[config.mk]
export PLATFORM = sky130hd
export DESIGN_NAME = pfb_pin_mux
export DESIGN_NICKNAME = d
export VERILOG_FILES = /design/src/rtl/pfb_pkg.sv /design/src/rtl/pfb_pin_mux.sv
export SDC_FILE = /design/constraint.sdc
export NUM_CORES = 1
export LEC_CHECK = 0
export ABC_AREA = 1
export BUFFER_PORTS_ARGS = -buffer_cell sky130_fd_sc_hd__buf_2
export CAP_MARGIN = 15
export CORE_AREA = 2 2 196 198
export CTS_CLUSTER_DIAMETER = 120
export DETAILED_ROUTE_END_ITERATION = 8
export DIE_AREA = 0 0 198 200
export HOLD_SLACK_MARGIN = 0.05
export PLACE_DENSITY = 0.51
export SLEW_MARGIN = 20
export SYNTH_ARGS = -nofsm -noshare
export SYNTH_HDL_FRONTEND = slang
export SYNTH_SLANG_ARGS = --single-unit
[constraint.sdc]
create_clock -name core_clk -period 13.4 [get_ports core_clk]
set_input_delay 0.67 -clock core_clk [delete_from_list [all_inputs] [get_ports core_clk]]
set_output_delay 0.67 -clock core_clk [all_outputs]
set_load 0.01 [all_outputs]
[src/rtl/pfb_pkg.sv]
// Purpose: shared constants and types for pin function and boot select
// Assumes: single 50 MHz core clock
// Notes: boot codes are one-hot
package pfb_pkg;

  localparam int PFB_PORT_A_W = 8;
  localparam int PFB_PORT_B_W = 8;
  localparam int PFB_PORT_C_W = 8;
  localparam int PFB_PORT_D_W = 8;
  localparam int PFB_PORT_E_W = 10;

  localparam logic [31:0] PFB_BANK_ZERO_BASE = 32'h0000_0000;
  localparam logic [31:0] PFB_BANK_ZERO_LAST = 32'h07FF_FFFF;

  // port C bit positions of the upper address and bus direction, and the port D wait bit
  localparam int PFB_C_ADDR_LO = 2;
  localparam int PFB_C_ADDR_HI = 6;
  localparam int PFB_C_DIR_BIT = 7;
  localparam int PFB_D_WAIT_BIT = 0;

  // pin role after reset: all general-purpose
  localparam logic [9:0] PFB_SEL_RESET = 10'h000;

  typedef enum logic [2:0] {
    PFB_BOOT_FLASH = 3'h1,
    PFB_BOOT_EXTROM = 3'h2,
    PFB_BOOT_ROM = 3'h4
  } pfb_boot_t;

endpackage

[src/rtl/pfb_pin_mux.sv]
// Purpose: shared pin role selection, secondary routing and boot device choice
// Assumes: pad inputs synchronous to core_clk; role selects held by software
// Notes: every pad and peripheral view is one flop behind its source
`timescale 1ns/1ns

module pfb_port_mux #(
  parameter int W = 8
) (
  input wire logic core_clk,
  input wire logic rst,
  input wire logic [W-1:0] sel_req,
  input wire logic [W-1:0] force_sec,
  input wire logic [W-1:0] gpio_out,
  input wire logic [W-1:0] gpio_oe,
  input wire logic [W-1:0] irq_en,
  input wire logic [W-1:0] periph_out,
  input wire logic [W-1:0] periph_oe,
  input wire logic [W-1:0] pad_in,
  output logic [W-1:0] pad_out_q,
  output logic [W-1:0] pad_oe_q,
  output logic [W-1:0] gpio_in_q,
  output logic [W-1:0] periph_in_q,
  output logic [W-1:0] irq_q
);
  logic [W-1:0] sec_d;
  logic [W-1:0] pad_in_prev_q;
  logic [W-1:0] out_d;
  logic [W-1:0] oe_d;

  assign sec_d = sel_req | force_sec;
  assign out_d = (sec_d & periph_out) | (~sec_d & gpio_out);
  assign oe_d = (sec_d & periph_oe) | (~sec_d & gpio_oe);

  always_ff @(posedge core_clk or posedge rst) begin
    if (rst) begin
      pad_out_q <= '0;
      pad_oe_q <= '0;
      gpio_in_q <= '0;
      periph_in_q <= '0;
      irq_q <= '0;
      // ones so a pin idling high does not look like an edge after reset
      pad_in_prev_q <= '1;
    end else begin
      pad_out_q <= out_d;
      pad_oe_q <= oe_d;
      gpio_in_q <= pad_in & ~sec_d;
      periph_in_q <= pad_in & sec_d;
      // rising edge only; level interrupts left to the port block
      irq_q <= pad_in & ~pad_in_prev_q & ~sec_d & irq_en;
      pad_in_prev_q <= pad_in;
    end
  end
endmodule

module pfb_pin_mux
  import pfb_pkg::*;
#(
  parameter bit HAS_FLASH = 1'b1
) (
  input wire logic core_clk,
  input wire logic rst,
  input wire logic [1:0] boot_select,
  input wire logic dram_enable_n,
  input wire logic bus_active,
  input wire logic bus_write,
  input wire logic bus_sdram,
  input wire logic bus_io01,
  input wire logic [31:0] bus_addr,
  input wire logic [1:0] pwm_out,
  input wire logic [1:0] dma_request_clear_out,
  input wire logic [1:0] dma_terminal_count_out,
  input wire logic [7:1] dram_strobe_out,
  input wire logic [7:0] periph_a_out,
  input wire logic [7:0] periph_a_oe,
  input wire logic [7:6] periph_b_out,
  input wire logic [7:6] periph_b_oe,
  input wire logic [9:0] periph_e_out,
  input wire logic [9:0] periph_e_oe,
  input wire logic [7:0] sel_a,
  input wire logic [7:0] sel_b,
  input wire logic [7:0] sel_c,
  input wire logic [7:0] sel_d,
  input wire logic [9:0] sel_e,
  input wire logic [7:0] gpio_a_out,
  input wire logic [7:0] gpio_b_out,
  input wire logic [7:0] gpio_c_out,
  input wire logic [7:0] gpio_d_out,
  input wire logic [9:0] gpio_e_out,
  input wire logic [7:0] gpio_a_oe,
  input wire logic [7:0] gpio_b_oe,
  input wire logic [7:0] gpio_c_oe,
  input wire logic [7:0] gpio_d_oe,
  input wire logic [9:0] gpio_e_oe,
  input wire logic [7:0] irq_en_a,
  input wire logic [7:0] irq_en_b,
  input wire logic [7:0] irq_en_c,
  input wire logic [7:0] irq_en_d,
  input wire logic [9:0] irq_en_e,
  input wire logic [7:0] pad_a_in,
  input wire logic [7:0] pad_b_in,
  input wire logic [7:0] pad_c_in,
  input wire logic [7:0] pad_d_in,
  input wire logic [9:0] pad_e_in,
  output logic [7:0] pad_a_out_q,
  output logic [7:0] pad_b_out_q,
  output logic [7:0] pad_c_out_q,
  output logic [7:0] pad_d_out_q,
  output logic [9:0] pad_e_out_q,
  output logic [7:0] pad_a_oe_q,
  output logic [7:0] pad_b_oe_q,
  output logic [7:0] pad_c_oe_q,
  output logic [7:0] pad_d_oe_q,
  output logic [9:0] pad_e_oe_q,
  output logic [7:0] gpio_a_in_q,
  output logic [7:0] gpio_b_in_q,
  output logic [7:0] gpio_c_in_q,
  output logic [7:0] gpio_d_in_q,
  output logic [9:0] gpio_e_in_q,
  output logic [7:0] irq_a_q,
  output logic [7:0] irq_b_q,
  output logic [7:0] irq_c_q,
  output logic [7:0] irq_d_q,
  output logic [9:0] irq_e_q,
  output logic [7:0] periph_a_in_q,
  output logic [9:0] periph_e_in_q,
  output logic [1:0] dma_request_in_q,
  output logic sio_rx_q,
  output logic ext_wait_in_q,
  output logic ext_output_enable_n_q,
  output pfb_boot_t boot_dev_q,
  output logic boot_ready_q,
  output logic bank_zero_hit_q
);
  logic [7:0] b_pout;
  logic [7:0] b_poe;
  logic [7:0] c_pout;
  logic [7:0] d_pout;
  logic [7:0] d_force;
  logic [1:0] dma_req_d;
  logic sio_rx_d;
  logic wait_d;
  logic dir_d;
  logic oe_n_d;
  logic bank_zero_d;
  pfb_boot_t boot_d;

  assign b_pout = {periph_b_out, dma_terminal_count_out, dma_request_clear_out[1], 1'b0,
    dma_request_clear_out[0], 1'b0};
  assign b_poe = {periph_b_oe, 6'h3a};
  // direction forced low outside bank 0/1 cycles so slow devices see a read
  assign dir_d = bus_active & bus_io01 & bus_write;
  assign c_pout = {dir_d, bus_addr[23:19], pwm_out};
  assign d_pout = {dram_strobe_out, 1'b0};
  assign d_force = {8{~dram_enable_n}};
  // taken straight from the pads so these views keep one cycle of latency
  assign dma_req_d = {pad_b_in[2] & sel_b[2], pad_b_in[0] & sel_b[0]};
  assign sio_rx_d = pad_b_in[7] & sel_b[7];
  // wait is only honoured for bank 0/1 cycles
  assign wait_d = pad_d_in[PFB_D_WAIT_BIT] & (sel_d[PFB_D_WAIT_BIT] | ~dram_enable_n)
    & bus_active & bus_io01;
  assign oe_n_d = ~(bus_active & ~bus_write & ~bus_sdram);
  assign bank_zero_d = bus_active && (bus_addr <= PFB_BANK_ZERO_LAST);
  assign boot_d = boot_select[1] ? PFB_BOOT_ROM :
    (boot_select[0] || !HAS_FLASH) ? PFB_BOOT_EXTROM : PFB_BOOT_FLASH;

  pfb_port_mux #(.W(PFB_PORT_A_W)) u_port_a (
    .core_clk(core_clk), .rst(rst), .sel_req(sel_a), .force_sec(8'h00),
    .gpio_out(gpio_a_out), .gpio_oe(gpio_a_oe), .irq_en(irq_en_a),
    .periph_out(periph_a_out), .periph_oe(periph_a_oe), .pad_in(pad_a_in),
    .pad_out_q(pad_a_out_q), .pad_oe_q(pad_a_oe_q), .gpio_in_q(gpio_a_in_q),
    .periph_in_q(periph_a_in_q), .irq_q(irq_a_q));

  pfb_port_mux #(.W(PFB_PORT_B_W)) u_port_b (
    .core_clk(core_clk), .rst(rst), .sel_req(sel_b), .force_sec(8'h00),
    .gpio_out(gpio_b_out), .gpio_oe(gpio_b_oe), .irq_en(irq_en_b),
    .periph_out(b_pout), .periph_oe(b_poe), .pad_in(pad_b_in),
    .pad_out_q(pad_b_out_q), .pad_oe_q(pad_b_oe_q), .gpio_in_q(gpio_b_in_q),
    .periph_in_q(), .irq_q(irq_b_q));

  pfb_port_mux #(.W(PFB_PORT_C_W)) u_port_c (
    .core_clk(core_clk), .rst(rst), .sel_req(sel_c), .force_sec(8'h00),
    .gpio_out(gpio_c_out), .gpio_oe(gpio_c_oe), .irq_en(irq_en_c),
    .periph_out(c_pout), .periph_oe(8'hff), .pad_in(pad_c_in),
    .pad_out_q(pad_c_out_q), .pad_oe_q(pad_c_oe_q), .gpio_in_q(gpio_c_in_q),
    .periph_in_q(), .irq_q(irq_c_q));

  pfb_port_mux #(.W(PFB_PORT_D_W)) u_port_d (
    .core_clk(core_clk), .rst(rst), .sel_req(sel_d), .force_sec(d_force),
    .gpio_out(gpio_d_out), .gpio_oe(gpio_d_oe), .irq_en(irq_en_d),
    .periph_out(d_pout), .periph_oe(8'hfe), .pad_in(pad_d_in),
    .pad_out_q(pad_d_out_q), .pad_oe_q(pad_d_oe_q), .gpio_in_q(gpio_d_in_q),
    .periph_in_q(), .irq_q(irq_d_q));

  pfb_port_mux #(.W(PFB_PORT_E_W)) u_port_e (
    .core_clk(core_clk), .rst(rst), .sel_req(sel_e), .force_sec(PFB_SEL_RESET),
    .gpio_out(gpio_e_out), .gpio_oe(gpio_e_oe), .irq_en(irq_en_e),
    .periph_out(periph_e_out), .periph_oe(periph_e_oe), .pad_in(pad_e_in),
    .pad_out_q(pad_e_out_q), .pad_oe_q(pad_e_oe_q), .gpio_in_q(gpio_e_in_q),
    .periph_in_q(periph_e_in_q), .irq_q(irq_e_q));

  always_ff @(posedge core_clk or posedge rst) begin
    if (rst) begin
      dma_request_in_q <= 2'h0;
      sio_rx_q <= 1'b0;
      ext_wait_in_q <= 1'b0;
      ext_output_enable_n_q <= 1'b1;
      bank_zero_hit_q <= 1'b0;
    end else begin
      dma_request_in_q <= dma_req_d;
      sio_rx_q <= sio_rx_d;
      ext_wait_in_q <= wait_d;
      ext_output_enable_n_q <= oe_n_d;
      bank_zero_hit_q <= bank_zero_d;
    end
  end

  // strap caught on the first edge after reset release, then frozen
  always_ff @(posedge core_clk or posedge rst) begin
    if (rst) begin
      boot_dev_q <= PFB_BOOT_FLASH;
      boot_ready_q <= 1'b0;
    end else if (!boot_ready_q) begin
      boot_dev_q <= boot_d;
      boot_ready_q <= 1'b1;
    end
  end
endmodule

Word level (Yosys, flattened, before mapping)
Index checks and enable logic that the tools add are counted.

Bits in registers: 238. Latch bits: 0. Memory bits (writable): 0. Bits in read-only memories: 0. Input port bits: 304. Output and inout port bits: 196. Logic and storage cells: 114. Memories: 0.

Add/subtract/negate cells: 0. $mul: 0. Divide/modulo/power cells: 0. Magnitude comparators: 1. Equality and inequality tests: 0. Shifts and indexed selects: 0. Multiplexer cells: 2. Bitwise logic cells: 76. Reduce and logical (&&, ||, !) cells: 1.

Operator list (number): $and 8x8->8 (31); $and 10x10->10 (9); $or 8x8->8 (9); $not 8->8 (8); $le 32x27->1 const B (1); $not 10->10 (2); $or 10x10->10 (2); $and 1x1->1 (10); $not 1->1 (4); $mux 3 (1); $mux 2 (1); $logic_and 1x1->1 (1); $or 1x1->1 (1).

Longest topological paths before layout
Depth in word-level cells: 5. Gate-level depth with buffers: 4. Mapped depth without buffers: 4.

Cells and area by module
Synthesis repeated with hierarchy kept, for this count alone.

Cell total of the unflattened synthesis: 1014. Area, all modules: 9758.1 um2.

By module, submodules not included: pfb_port_mux at u_port_a ... (instances 4, cells an instance 185, area each 1785.5 um2, seq. area each 1211.2 um2); pfb_port_mux at u_port_e (instances 1, cells an instance 231, area each 2230.9 um2, seq. area each 1514.0 um2); pfb_pin_mux (instances 1, cells an instance 43, area each 385.4 um2, seq. area each 252.7 um2).

Worst setup path after synthesis
OpenSTA, ideal clock, no wires.

Path type: register to output. Start: register boot_dev_q[0]. End: output boot_dev_q[0]. Data arrival time: 0.529 ns. Required time: 12.730 ns. Setup slack: 12.201 ns. Stages on the path, launching flop included: 1. Buffers on the path: 0. Cells stage by stage: dfstp_2.

RTL lines: start: declaration (RTL line pfb_pin_mux.sv:130) `output pfb_boot_t boot_dev_q,`; start signal: assignment (RTL line pfb_pin_mux.sv:223) `boot_dev_q <= boot_d;`.

No word-level cell between the ends.

Final worst setup path
Start: register boot_dev_q[0]. End: output boot_dev_q[0].

No word-level cell between the ends.

==> qor.csv <==
stage,metric,value,unit
drt,Starting DRT DRC Count,164,
critical_path,worst endpoint required time,12.73,ns
layout,P&R area growth vs syn,49.8,%
layout,Final Non-Filler Cells,1812,
drt,drt total wl,24400,µm
clock_network,CTS resizes,0,
global_routing,GRT Total Usage,0.118,
critical_path,Reg2Reg Launch Point,u_port_b.pad_in_prev_q[6]$_DFF_PP1_,
die,FP Rows,71,
timing,RSZ-0062 raised after global routing,no,
synthesis,Yosys cell types,15,
global_routing,largest net degree at the start of global routing,105,
critical_path,critical path's top delay family,flip-flops,
critical_path,Critical R2R Capture,u_port_b.irq_q[6]$_DFF_PP0_,
clock_network,Clock Tree Buf Depth,3,
drt,vias per cell,3.62,
synthesis,"Avg Cell Area, Syn",10.5,µm²
timing,Final TNS setup,0,ns
synthesis,dominant cells by area after synthesis,"dfrtp_1 (60%), dfstp_2 (14%), nand2_1 (12%)",
hold_path,Hold Startpoint,pad_c_in[0],
timing,part of the cycle the worst path needs,0.140,
clock_network,clock sink total,238,
critical_path,kind of critical path,reg -> out,
critical_path,Crit. End Element,output pin,
synthesis,Synth area leader,dfrtp_1,
clock_network,# hold bufs at CTS,0,
clock_network,clk root buf,clkbuf_16,
layout,layout cells sized above 1,0.448,
clock_network,cts bufs inserted,28,
place,Inst Count DP,1757,
die,die area,39600,µm²
power_and_ir_drop,Power Dens Cells,143,nW/µm²
drt,ANT nets after route,0,
die,core footprint,37400,µm²
synthesis,post-synthesis register bit count,238,
timing,Tightest Pin Transition,0.913,ns
synthesis,post-synth top area share,0.599,
critical_path,worst reg-to-reg path cell count,2,
global_routing,first-pass GRT wire length,36000,µm
place,GPL Wtd Cong,0.852,
timing,clk_skew,0.00648,ns
critical_path,Worst path slowest cell,dfstp_2,
clock_network,postcts setup bufs,0,
critical_path,worst path bufs/invs,1,
die,Die Ht,200,µm
synthesis,synth warn,0,
global_routing,initial antenna violation count,2,
drt,WL per Instance,13.5,µm
clock_network,clock-pin slew on the worst setup and hold paths,0.06,ns
critical_path,startpoint types,flop,
clock_network,TritonCTS clock tree,done,
clock_network,H-tree lvl count,1,
timing,fmax,533,MHz
place,post-DP HPWL,19400,µm
synthesis,Synth Instances,769,
power_and_ir_drop,Worst VDD drop,82.6,µV
layout,Final nets,1580,
critical_path,reg-to-reg setup timing slack,12.60,ns
synthesis,"Seq/Total Area, Yosys",0.741,
timing,Slew HR,0.391,
timing,final hold violation count,0,
clock_network,clk_lat worst skew,0.53,ns
critical_path,cells along the critical path,buf_2,
die,initial core utilization,0.217,
place,I/O Buffers,477,
critical_path,"Max FO, Critical Path",2,
synthesis,syn nets,1073,
hold_path,hold depth,1,
hold_path,Worst Hold Class,in -> reg,
drt,Vias,6568,
global_routing,vias in the first global route,6639,
timing,Slew Limit Fails,0,
synthesis,Syn Std Cell Area,8110,µm²
critical_path,Critical Path AT,1.21,ns
die,die width,198,µm
timing,final setup fails,0,
job,Max Cap Viol,0,
outcome,status,"finished, final reports clean",
die,io pins,500,
timing,Tmin final,1.88,ns
power_and_ir_drop,P_leak,7.28,nW
drt,first drt pass iteration count,4,
critical_path,crit-path max cell delay,0.54,ns
global_routing,GRT overflow,0,
hold_path,worst hold path endpoint,u_port_c.pad_in_prev_q[0]$_DFF_PP1_,
drt,residual DRC count,0,
-- logic make-up (layout without fill, tap and decap cells) --
logic type	after synthesis	after routing	share of synthesized area
DFF	238	238	0.741
other	1	4	0.000462
AOI/OAI and AO/OA	8	8	0.00494
buffers and inverters	162	691	0.0764
and+or+nand+nor	360	360	0.177
-- layer usage --
layer | up-vias | global-route usage | part of all wire
li1 | 3226 | - | -
met1 | 3030 | 0.137 | 0.39
met2 | 270 | 0.205 | 0.50
met3 | 42 | 0.0378 | 0.092
met4 | 0 | 0.0429 | 0.025
met5 | - | 0 | 0
-- synthesized netlist by cell type --
master and n:
o21ai_0 7, conb_1 1, dfstp_2 44, a21oi_1 1, or2_1 4, and2_1 5, nand3_1 16, buf_4 1
or2_2 15, inv_1 160, nand2_1 261, nor2_1 58, buf_6 1, dfrtp_1 194, nand3b_1 1
-- cell type report --
class / count / area (µm²)
Multi-Input combinational cell: 369 / 1480
Timing Repair Buffer: 479 / 2400
Tap cell: 511 / 639
Sequential cell: 238 / 6010
Clock buffer: 46 / 870
Fill cell: 3952 / 25200
Clock inverter: 6 / 134
Antenna cell: 3 / 7.51
Inverter: 160 / 608
-- state kept, by name, indices dropped and copies added, names as in the netlist, 10 cells and up --
signal,count
u_port_e.gpio_in_q,10
u_port_e.irq_q,10
u_port_e.pad_in_prev_q,10
u_port_e.pad_oe_q,10
u_port_e.pad_out_q,10
u_port_e.periph_in_q,10
-- worst reg2reg max path: stages (launching register included) --
cell	delay (ns)
dfstp_2	0.52
nor2_1	0.04
and2_1	0.14
-- metrics by stage --
stage                     utilization  hold slack, ns  cell area, µm²  setup WS, ns  power, W
after floorplan                     -           0.474            8110          6.27  0.000846
after global placement          0.298           0.479           11100         11.06  0.000942
after detailed placement        0.298           0.478           11100         11.04  0.000945
after CTS                       0.325           0.204           12100         11.48   0.00177
after global routing            0.325           0.211           12100         11.40   0.00182
final                           0.325           0.240           12200         11.52   0.00174
-- placed cells by master (no fill, tap or decap) --
| master | instances |
|---|---|
| a21oi_1 | 1 |
| and2_1 | 5 |
| buf_2 | 477 |
| buf_4 | 2 |
| bufinv_16 | 4 |
| clkbuf_1 | 9 |
| clkbuf_16 | 29 |
| clkbuf_8 | 8 |
| clkinv_2 | 1 |
| conb_1 | 1 |
| dfrtp_1 | 194 |
| dfstp_2 | 44 |
| diode_2 | 3 |
| inv_1 | 159 |
| inv_6 | 1 |
| inv_8 | 1 |
| nand2_1 | 261 |
| nand3_1 | 16 |
| nand3b_1 | 1 |
| nor2_1 | 58 |
| o21ai_0 | 7 |
| or2_1 | 4 |
| or2_2 | 15 |
-- power breakdown --
part	leakage [nW]	total [W]	switching, W	internal (W)
combinational	3.89	0.000158	0.0000917	0.0000661
sequential	2.89	0.000770	0.00000921	0.000761
clock	0.491	0.000808	0.000290	0.000517
total	7.28	0.00174	0.000391	0.00134
-- how the worst max path moves through the flow --
stage,from,endpoint,slack (ns),depth (start not counted)
global route,rst,u_port_b.pad_out_q[0]$_DFF_PP0_,11.40,3
finish,boot_dev_q[0]$_DFFE_PP1N_,boot_dev_q[0],11.52,1
detailed placement,rst,u_port_a.irq_q[1]$_DFF_PP0_,11.04,3
global placement,rst,u_port_a.pad_out_q[1]$_DFF_PP0_,11.06,3
floorplan,rst,bank_zero_hit_q$_DFF_PP0_,6.27,1
CTS,boot_dev_q[0]$_DFFE_PP1N_,boot_dev_q[0],11.48,1
Note: power is estimated with default switching activity, not from simulation.
